**src/tim_pkg.sv**
```systemverilog
// Purpose: shared constants for the two-channel capture/compare timer
// Assumes: APB, 32-bit data, one register per aligned word
// Notes: counter and values are 16 bits
package tim_pkg;
    // =========================================
    // register byte offsets
    localparam logic [7:0] ADDR_STAT_CTL = 8'h00;
    localparam logic [7:0] ADDR_COUNT = 8'h04;
    localparam logic [7:0] ADDR_LIMIT = 8'h08;
    localparam logic [7:0] ADDR_CH0_CTL = 8'h0C;
    localparam logic [7:0] ADDR_CH0_HI = 8'h10;
    localparam logic [7:0] ADDR_CH0_LO = 8'h14;
    localparam logic [7:0] ADDR_CH1_CTL = 8'h18;
    localparam logic [7:0] ADDR_CH1_HI = 8'h1C;
    localparam logic [7:0] ADDR_CH1_LO = 8'h20;
    // =========================================
    // status/control field positions
    localparam int SC_WRAP_FLAG = 7;
    localparam int SC_WRAP_IE = 6;
    localparam int SC_STOP = 5;
    localparam int SC_RESET = 4;
    // channel control field positions
    localparam int CH_FLAG = 7;
    localparam int CH_IE = 6;
    localparam int CH_MSB = 5;
    localparam int CH_MSA = 4;
    localparam int CH_ELSB = 3;
    localparam int CH_ELSA = 2;
    localparam int CH_TOV = 1;
    localparam int CH_MAX = 0;
    // =========================================
    // reset values
    localparam logic [15:0] LIMIT_RESET = 16'hFFFF;
    localparam logic [7:0] SC_RESET_VAL = 8'h20;
    localparam logic [2:0] DIV_SEL_MAX = 3'h6;
endpackage : tim_pkg

```
**src/chan_if.sv**
```systemverilog
// Purpose: carries one channel's control and events between modules
// Assumes: single clock domain
// Notes: none
`timescale 1ns/1ps
`default_nettype none
interface chan_if;
    logic [7:0] ctl;
    logic [15:0] value;
    logic [15:0] count;
    logic tick;
    logic wrap;
    logic pin_in;
    logic event_hit;
    logic capture;
    logic pin_out;
    logic pin_oe;
    modport top (output ctl, value, count, tick, wrap, pin_in,
                 input event_hit, capture, pin_out, pin_oe);
    modport chan (input ctl, value, count, tick, wrap, pin_in,
                  output event_hit, capture, pin_out, pin_oe);
endinterface : chan_if
`default_nettype wire

```
**src/tim_chan.sv**
```systemverilog
// Purpose: one capture/compare/pwm channel
// Assumes: pin_in already synchronised
// Notes: capture strobe tells top to latch count
`timescale 1ns/1ps
`default_nettype none
module tim_chan
    import tim_pkg::*;
(
    // clock and reset
    input wire logic clk,
    input wire logic rst_n,
    // channel link
    chan_if.chan ch
);
    logic pin_d_r, pin_d_nxt;
    logic out_r, out_nxt;
    logic is_out, rise, fall, edge_hit, match;

    // =========================================
    // edge detect and compare
    always_comb begin
        is_out = ch.ctl[CH_MSB] | ch.ctl[CH_MSA];
        rise = ch.pin_in & ~pin_d_r;
        fall = ~ch.pin_in & pin_d_r;
        edge_hit = (ch.ctl[CH_ELSA] & rise) | (ch.ctl[CH_ELSB] & fall);
        match = ch.tick & (ch.count == ch.value);
        pin_d_nxt = ch.pin_in;
        out_nxt = out_r;
        if (is_out) begin
            if (ch.wrap & ch.ctl[CH_TOV]) begin
                out_nxt = ~out_r;
            end
            if (match) begin
                case (ch.ctl[CH_ELSB:CH_ELSA])
                    2'b01: out_nxt = ~out_r;
                    2'b10: out_nxt = 1'b0;
                    2'b11: out_nxt = 1'b1;
                    default: out_nxt = out_r;
                endcase
            end
        end
    end

    always_ff @(posedge clk) begin
        if (!rst_n) begin
            pin_d_r <= 1'b0;
            out_r <= 1'b0;
        end else begin
            pin_d_r <= pin_d_nxt;
            out_r <= out_nxt;
        end
    end

    // =========================================
    // outputs
    assign ch.capture = ~is_out & edge_hit;
    assign ch.event_hit = is_out ? match : edge_hit;
    // full duty forces high while toggling on wrap
    assign ch.pin_out = (ch.ctl[CH_MAX] & ch.ctl[CH_TOV]) ? 1'b1 : out_r;
    assign ch.pin_oe = is_out & (ch.ctl[CH_ELSB] | ch.ctl[CH_ELSA]);
endmodule : tim_chan
`default_nettype wire

```
**src/timer_capture_compare_pwm.sv**
```systemverilog
// Purpose: two-channel 16-bit timer with capture, compare and pwm
// Assumes: APB slave, zero wait states, channel pins asynchronous
// Notes: interrupt requests are plain level outputs
//
// What this block does
// eight prescaled rates picked by select field
// capture copies counter on active edge
// software picks capture edge polarity
// capture can request interrupt when enabled
// compare match sets, clears or toggles pin
// compare match can request interrupt when enabled
// unbuffered write replaces compare value at once
// software lowers value from compare handler
// software raises value from wrap handler
// link bit pairs channels onto pin 0
// last written pair becomes active at wrap
// linked: channel 0 control governs, pin 1 free
// software writes only the inactive pair
// toggle on wrap sets pwm period
// software picks clear or set for polarity
// limit 255 undivided gives 256 clocks
// value 128 of 256 gives half duty
// software shortens pulse from compare handler
// software lengthens pulse from wrap handler
// software avoids toggle action for pwm
// wrap flag sets when counter ticks from limit back to zero
// edge/level 10 clears, 11 sets
// no toggle on wrap gives zero duty
// full duty plus toggle gives constant high
// counter counts ticks, wraps after limit
// value commits after high then low byte
//
// Implementation choices: the address map and register access over APB.
`timescale 1ns/1ps
`default_nettype none
module timer_capture_compare_pwm
    import tim_pkg::*;
(
    // clock and reset
    input wire logic SYS_CLK,
    input wire logic RST_N,
    // apb slave
    input wire logic PSEL,
    input wire logic PENABLE,
    input wire logic PWRITE,
    input wire logic [7:0] PADDR,
    input wire logic [31:0] PWDATA,
    output logic [31:0] PRDATA,
    output logic PREADY,
    output logic PSLVERR,
    // channel pins
    input wire logic CHAN0_PIN_I,
    output logic CHAN0_PIN_O,
    output logic CHAN0_PIN_OE,
    input wire logic CHAN1_PIN_I,
    output logic CHAN1_PIN_O,
    output logic CHAN1_PIN_OE,
    // interrupt requests
    output logic WRAP_IRQ,
    output logic CHAN0_IRQ,
    output logic CHAN1_IRQ
);
    chan_if c0();
    chan_if c1();

    logic [7:0] sc_r, sc_nxt;
    logic [6:0] pre_r, pre_nxt;
    logic [15:0] count_r, count_nxt;
    logic [15:0] limit_r, limit_nxt;
    logic [7:0] ctl0_r, ctl0_nxt, ctl1_r, ctl1_nxt;
    logic [15:0] val0_r, val0_nxt, val1_r, val1_nxt;
    logic [7:0] hi0_r, hi0_nxt, hi1_r, hi1_nxt;
    logic [7:0] lim_hi_r, lim_hi_nxt;
    logic act1_r, act1_nxt, last1_r, last1_nxt;
    logic sc_seen_r, sc_seen_nxt, f0_seen_r, f0_seen_nxt, f1_seen_r, f1_seen_nxt;
    logic [31:0] rdata_r, rdata_nxt;
    logic [1:0] s0_r, s0_nxt, s1_r, s1_nxt;
    logic tick, wrap, wr, rd, linked, at_limit;
    logic [7:0] wb;

    // =========================================
    // pin synchronisers
    always_comb begin
        s0_nxt = {s0_r[0], CHAN0_PIN_I};
        s1_nxt = {s1_r[0], CHAN1_PIN_I};
    end

    // =========================================
    // prescaler and counter
    always_comb begin
        pre_nxt = pre_r + 7'h01;
        case (sc_r[2:0])
            3'h0: tick = 1'b1;
            3'h1: tick = pre_r[0];
            3'h2: tick = &pre_r[1:0];
            3'h3: tick = &pre_r[2:0];
            3'h4: tick = &pre_r[3:0];
            3'h5: tick = &pre_r[4:0];
            3'h6: tick = &pre_r[5:0];
            default: tick = &pre_r[6:0];
        endcase
        if (sc_r[SC_STOP]) begin
            tick = 1'b0;
            pre_nxt = pre_r;
        end
        at_limit = (count_r == limit_r);
        wrap = tick & at_limit;
        count_nxt = count_r;
        if (tick) begin
            count_nxt = at_limit ? 16'h0000 : count_r + 16'h0001;
        end
        // software counter reset clears prescaler too
        if (wr && PADDR == ADDR_STAT_CTL && wb[SC_RESET]) begin
            pre_nxt = 7'h00;
            count_nxt = 16'h0000;
        end
    end

    // =========================================
    // apb access
    assign PREADY = 1'b1;
    assign wr = PSEL & PENABLE & PWRITE;
    assign rd = PSEL & PENABLE & ~PWRITE;
    assign wb = PWDATA[7:0];
    assign linked = ctl0_r[CH_MSB];

    always_comb begin
        sc_nxt = sc_r;
        limit_nxt = limit_r;
        lim_hi_nxt = lim_hi_r;
        ctl0_nxt = ctl0_r;
        ctl1_nxt = ctl1_r;
        val0_nxt = val0_r;
        val1_nxt = val1_r;
        hi0_nxt = hi0_r;
        hi1_nxt = hi1_r;
        act1_nxt = act1_r;
        last1_nxt = last1_r;
        sc_seen_nxt = sc_seen_r;
        f0_seen_nxt = f0_seen_r;
        f1_seen_nxt = f1_seen_r;
        rdata_nxt = 32'h0000_0000;
        PSLVERR = 1'b0;
        if (rd) begin
            if (PADDR == ADDR_STAT_CTL) begin
                sc_seen_nxt = sc_r[SC_WRAP_FLAG];
            end else if (PADDR == ADDR_CH0_CTL) begin
                f0_seen_nxt = ctl0_r[CH_FLAG];
            end else if (PADDR == ADDR_CH1_CTL) begin
                f1_seen_nxt = ctl1_r[CH_FLAG];
            end
        end
        if (wr) begin
            if (PADDR == ADDR_STAT_CTL) begin
                sc_nxt = {sc_r[7], wb[6:5], 2'b00, wb[2:0]};
                if (!wb[7] && sc_seen_r) begin
                    sc_nxt[SC_WRAP_FLAG] = 1'b0;
                end
                sc_seen_nxt = 1'b0;
            end else if (PADDR == ADDR_LIMIT) begin
                limit_nxt = PWDATA[15:0];
            end else if (PADDR == ADDR_CH0_CTL) begin
                ctl0_nxt = {ctl0_r[7], wb[6:0]};
                if (!wb[7] && f0_seen_r) begin
                    ctl0_nxt[CH_FLAG] = 1'b0;
                end
                f0_seen_nxt = 1'b0;
            end else if (PADDR == ADDR_CH0_HI) begin
                hi0_nxt = wb;
            end else if (PADDR == ADDR_CH0_LO) begin
                val0_nxt = {hi0_r, wb};
                last1_nxt = 1'b0;
            end else if (PADDR == ADDR_CH1_CTL) begin
                ctl1_nxt = {ctl1_r[7], wb[6:4] & 3'b101, wb[3:0]};
                if (!wb[7] && f1_seen_r) begin
                    ctl1_nxt[CH_FLAG] = 1'b0;
                end
                f1_seen_nxt = 1'b0;
            end else if (PADDR == ADDR_CH1_HI) begin
                hi1_nxt = wb;
            end else if (PADDR == ADDR_CH1_LO) begin
                val1_nxt = {hi1_r, wb};
                last1_nxt = 1'b1;
            end else if (PADDR != ADDR_COUNT) begin
                PSLVERR = 1'b1;
            end
        end
        if (rd) begin
            if (PADDR == ADDR_STAT_CTL) begin
                rdata_nxt = {24'h00_0000, sc_r};
            end else if (PADDR == ADDR_COUNT) begin
                rdata_nxt = {16'h0000, count_r};
            end else if (PADDR == ADDR_LIMIT) begin
                rdata_nxt = {16'h0000, limit_r};
            end else if (PADDR == ADDR_CH0_CTL) begin
                rdata_nxt = {24'h00_0000, ctl0_r};
            end else if (PADDR == ADDR_CH0_HI) begin
                rdata_nxt = {24'h00_0000, val0_r[15:8]};
            end else if (PADDR == ADDR_CH0_LO) begin
                rdata_nxt = {24'h00_0000, val0_r[7:0]};
            end else if (PADDR == ADDR_CH1_CTL) begin
                rdata_nxt = {24'h00_0000, ctl1_r};
            end else if (PADDR == ADDR_CH1_HI) begin
                rdata_nxt = {24'h00_0000, val1_r[15:8]};
            end else if (PADDR == ADDR_CH1_LO) begin
                rdata_nxt = {24'h00_0000, val1_r[7:0]};
            end else begin
                PSLVERR = 1'b1;
            end
        end
        // linked source switches only at wrap
        if (!linked) begin
            act1_nxt = 1'b0;
        end else if (wrap) begin
            act1_nxt = last1_nxt;
        end
        // hardware sets win over software clears
        if (wrap) begin
            sc_nxt[SC_WRAP_FLAG] = 1'b1;
        end
        if (c0.event_hit) begin
            ctl0_nxt[CH_FLAG] = 1'b1;
        end
        if (c1.event_hit && !linked) begin
            ctl1_nxt[CH_FLAG] = 1'b1;
        end
        if (c0.capture) begin
            val0_nxt = count_r;
        end
        if (c1.capture && !linked) begin
            val1_nxt = count_r;
        end
        lim_hi_nxt = lim_hi_r;
    end

    // =========================================
    // channel wiring
    assign c0.ctl = ctl0_r;
    assign c0.value = (linked && act1_r) ? val1_r : val0_r;
    // compare on the value being reached, so width equals value
    assign c0.count = count_nxt;
    assign c0.tick = tick;
    assign c0.wrap = wrap;
    assign c0.pin_in = s0_r[1];
    assign c1.ctl = linked ? 8'h00 : ctl1_r;
    assign c1.value = val1_r;
    assign c1.count = count_nxt;
    assign c1.tick = tick;
    assign c1.wrap = wrap;
    assign c1.pin_in = s1_r[1];

    tim_chan u_chan0 (
        .clk(SYS_CLK),
        .rst_n(RST_N),
        .ch(c0)
    );

    tim_chan u_chan1 (
        .clk(SYS_CLK),
        .rst_n(RST_N),
        .ch(c1)
    );

    assign CHAN0_PIN_O = c0.pin_out;
    assign CHAN0_PIN_OE = c0.pin_oe;
    assign CHAN1_PIN_O = c1.pin_out;
    assign CHAN1_PIN_OE = c1.pin_oe;
    assign PRDATA = rdata_r;
    assign WRAP_IRQ = sc_r[SC_WRAP_FLAG] & sc_r[SC_WRAP_IE];
    assign CHAN0_IRQ = ctl0_r[CH_FLAG] & ctl0_r[CH_IE];
    assign CHAN1_IRQ = ctl1_r[CH_FLAG] & ctl1_r[CH_IE] & ~linked;

    // =========================================
    // state registers
    always_ff @(posedge SYS_CLK) begin
        if (!RST_N) begin
            s0_r <= 2'b00;
            s1_r <= 2'b00;
            sc_r <= SC_RESET_VAL;
            pre_r <= 7'h00;
            count_r <= 16'h0000;
            limit_r <= LIMIT_RESET;
            lim_hi_r <= 8'h00;
            ctl0_r <= 8'h00;
            ctl1_r <= 8'h00;
            val0_r <= 16'h0000;
            val1_r <= 16'h0000;
            hi0_r <= 8'h00;
            hi1_r <= 8'h00;
            act1_r <= 1'b0;
            last1_r <= 1'b0;
            sc_seen_r <= 1'b0;
            f0_seen_r <= 1'b0;
            f1_seen_r <= 1'b0;
            rdata_r <= 32'h0000_0000;
        end else begin
            s0_r <= s0_nxt;
            s1_r <= s1_nxt;
            sc_r <= sc_nxt;
            limit_r <= limit_nxt;
            lim_hi_r <= lim_hi_nxt;
            ctl0_r <= ctl0_nxt;
            ctl1_r <= ctl1_nxt;
            val0_r <= val0_nxt;
            val1_r <= val1_nxt;
            hi0_r <= hi0_nxt;
            hi1_r <= hi1_nxt;
            act1_r <= act1_nxt;
            last1_r <= last1_nxt;
            sc_seen_r <= sc_seen_nxt;
            f0_seen_r <= f0_seen_nxt;
            f1_seen_r <= f1_seen_nxt;
            rdata_r <= rdata_nxt;
            pre_r <= pre_nxt;
            count_r <= count_nxt;
        end
    end
endmodule : timer_capture_compare_pwm
`default_nettype wire

```
**config.mk**
```make
export PLATFORM = sky130hd
export DESIGN_NAME = timer_capture_compare_pwm
export DESIGN_NICKNAME = d
export VERILOG_FILES = /design/src/tim_pkg.sv /design/src/chan_if.sv /design/src/tim_chan.sv /design/src/timer_capture_compare_pwm.sv
export SDC_FILE = /design/constraint.sdc
export NUM_CORES = 1
export LEC_CHECK = 0
export BUFFER_PORTS_ARGS = -buffer_cell sky130_fd_sc_hd__buf_2
export CAP_MARGIN = 20
export CORE_ASPECT_RATIO = 0.7
export CORE_UTILIZATION = 25
export DETAILED_ROUTE_END_ITERATION = 8
export GPL_TIMING_DRIVEN = 0
export PLACE_DENSITY = 0.37
export SYNTH_ARGS = -nofsm -noshare
export SYNTH_HDL_FRONTEND = slang
export SYNTH_SLANG_ARGS = --single-unit
```
**constraint.sdc**
```tcl
create_clock -name SYS_CLK -period 4.2 [get_ports SYS_CLK]
set_input_delay 0.42 -clock SYS_CLK [delete_from_list [all_inputs] [get_ports SYS_CLK]]
set_output_delay 0.42 -clock SYS_CLK [all_outputs]
set_load 0.05 [all_outputs]
```
==> flow_summary.toml <==
[min_path]
min_path_type = "primary input to flop"

[critical_path]
critPathCaptureType = "flop"
slowest_delay_ns = 0.51
cp_max_fo = 10
cp.arrival_ns = 4.47
worst_ep_required_time_ns = 4.57
crit_chain = "clkbuf_4 > xnor2_1 > nand4_1 > or4_1 > clkbuf_1 > clkbuf_2 > buf_2 > a32oi_1 > o41ai_4 > xor2_1 > nor4_4 > nand4_4 > or3_1 > a41oi_2"
slowest_stage = "or4_1"
critical_path_class = "flop to flop"
setup.worst_path.start_class = "flop"

[synth]
synthTopCellsByArea = "dfxtp_1 36%, mux2i_1 9.4%, nand2_1 6.0%, nor2_1 5.3%, nand3_1 3.9%"
synthXorXnorAreaFrac = 0.0389
synth_compound_area_frac = 0.177
synth_top_family_by_area = "simple AND/OR/NAND/NOR gates"
synth_edf_count = 0
synth_common_cells = "137 x dfxtp_1, 123 x nand2_1, 108 x nor2_1, 72 x mux2i_1, 66 x clkbuf_1"
yosys_warnings = 0
async_flop_share = 0
synth_seq_area_share = 0.359
syn_inst = 957
netlist_area_sq_um = 7650
synth_area_per_cell_sq_um = 7.99
synth_most_common_cell = "dfxtp_1"
synth_fa_ha_area_frac = 0.00654
synth.distinct_cells = 66
synth_simple_gate_area_frac = 0.260
ys.flop_type = "dfxtp_1"
synth_top_area_cell = "dfxtp_1"
ys_seq_elements = 137
synth.top_cell.area_share = 0.359
muxShareOfSynthArea = 0.100

[layout]
final_util = 0.307
final_nets = 1093
drive_above_1_share = 0.139
fill_cells = 3248
area_growth_syn_to_layout_pct = 20.5
stdcell_area_sq_um = 9210

[die]
ioPinCount = 88
num_rows = 53
dieHeight_um = 148
die_w_um = 211
core_area_sq_um = 30000
dieArea_sq_um = 31300
initial_core_util = 0.255

[timing]
slew_headroom = 0.348
setup_tns_ns = 0
fin_crit_sh = 0.977
rsz0062_at_grt = "no"
skew_ns = 0.00700
final-max-slew-violation-count = 0
tightestPinTransition_ns = 0.973
setup-violations-final = 0
period_needed_ns = 4.10
fmax_mhz = 244
hold_viol_final = 0

[power_and_ir_drop]
leakage_nw = 3.56
powerDensity_nw_per_um2 = 320
ir_drop_mv = 0.284
finalPower_w = 0.00294

[grt]
grt_pass1_wl_mm = 50.7
grt_usage = 0.228
grt_pass1_vias = 7218
grt_max_degree = 17
grt_antenna_before_repair = 0
overflow = 0

[clocking]
worstSkewPairLatency_ns = 0.44
clk_pin_slew_ns = 0.06
clock_path_buffers = 2
cts_inserted_buffers = 17
cts_root_buf = "clkbuf_16"
h-tree-depth = 4
cts_sinks = 137
cts_tree = "done"

[route]
num_vias = 7754
firstDrtPassIters = 9
drc = 4
wire_per_inst_um = 23.8
final_antenna_net_count = 0
drtIter0Drc = 691
drt-total-wl_mm = 35.0
via_per_inst = 5.28

[status]
violations = "design-rule violations"
status = "complete, but fails checks"

[place]
place_area_sq_um = 8480
dp_hpwl_mm = 26.2
port_buffers = 48
gp_congestion = 0.889

[run]
drv_cap = 0
[cell families after synthesis]
family                     after synthesis
other                                    2
muxes                                   75
and+or+nand+nor                        417
xor gates and xnor gates                34
AOI/OAI and AO/OA                      190
adders and majority gates                4
buffers and inverters                   98
DFF                                    137
[power by group]
part           internal, W  switching (W)
clock             0.000792       0.000651
sequential         0.00130     0.00000376
combinational    0.0000520       0.000142
total              0.00215       0.000797
[critical path: cells and delay by family (launching register included)]
kind / cells / cell delay [ns]
xor+xnor: 2 / 0.36
buf+inv: 4 / 0.94
flops: 1 / 0.34
compound gates: 3 / 0.61
simple gates: 5 / 1.75
[final timing paths]
| kind | start | endpoint | slack (ns) | cells after the start |
|---|---|---|---|---|
| setup reg to reg | count_r[1] | u_chan1.out_r | 0.1 | 14 |
| hold reg to reg | s0_r[0] | s0_r[1] | 0.43 | 1 |
| setup / recovery | count_r[1] | u_chan1.out_r | 0.1 | 14 |
| hold / removal | CHAN0_PIN_I | s0_r[0] | 0.17 | 2 |
[final cells by class]
cell class	instances	area [sq um]	area share
Clock buffer	20	457	0.0496
Inverter	8	30.0	0.00326
Buffer	87	427	0.0463
Clock inverter	12	92.6	0.0100
Tap cell	412	515	0.0559
Multi-Input combinational cell	737	4660	0.505
Timing Repair Buffer	54	280	0.0304
Sequential cell	137	2750	0.299
Antenna cell	2	5.00	0.000543
[cells in the final DEF (no fill, tap or decap), types with 5 or more instances in the layout]
master / instances
nand2b_1: 7
clkbuf_4: 5
xor2_1: 14
nor4_1: 6
clkbuf_2: 7
nor3_1: 17
buf_2: 54
or3_1: 5
clkbuf_16: 17
nand3_1: 57
nor2b_1: 6
dfxtp_1: 132
xnor2_1: 20
a21oi_1: 48
a222oi_1: 8
inv_1: 8
a31oi_1: 8
nand4_1: 17
o21ai_0: 13
a32oi_1: 9
nor2_1: 108
or4_1: 10
a22oi_1: 19
a221oi_1: 9
nand2_1: 122
buf_4: 22
clkbuf_1: 51
a211oi_1: 34
conb_1: 17
and2_1: 16
and3_1: 20
mux2i_1: 72
[through the flow]
| step | setup WS [ns] | std cells | hold slack [ns] |
|---|---|---|---|
| after floorplan | 0.656 | 972 | 0.412 |
| after global placement | -1.23 | 1432 | 0.417 |
| after detailed placement | -0.740 | 1434 | 0.423 |
| after CTS | 0.0195 | 1463 | 0.157 |
| after global routing | 0.00628 | 1467 | 0.163 |
| final | 0.0973 | 1469 | 0.175 |
[registers in the layout (all words and copies together), names as in the netlist, 2 cells and up]
register and count:
PRDATA 16, c1.value 16, count_r 16, limit_r 16, val0_r 16, c0.ctl 8
hi0_r 8, hi1_r 8, ctl1_r 7, pre_r 7, sc_r 6, s0_r 2
s1_r 2
[repair_timing]
action / in CTS / in global routing
gates resized for setup: 24 / 31
hold buffers: 0 / 0
pin swaps: 1 / 6
setup buffers: 0 / 4
endpoints found under the hold margin: 0 / 0
endpoints found under the setup margin: 4 / 3
[layer usage]
layer / GRT usage / up-vias / part of all wire
li1: - / 3615 / -
met1: 0.351 / 3798 / 0.51
met2: 0.305 / 302 / 0.40
met3: 0.0522 / 39 / 0.074
met4: 0.0678 / 0 / 0.017
met5: 0 / - / 0
Power figures use the tool's default switching activity.
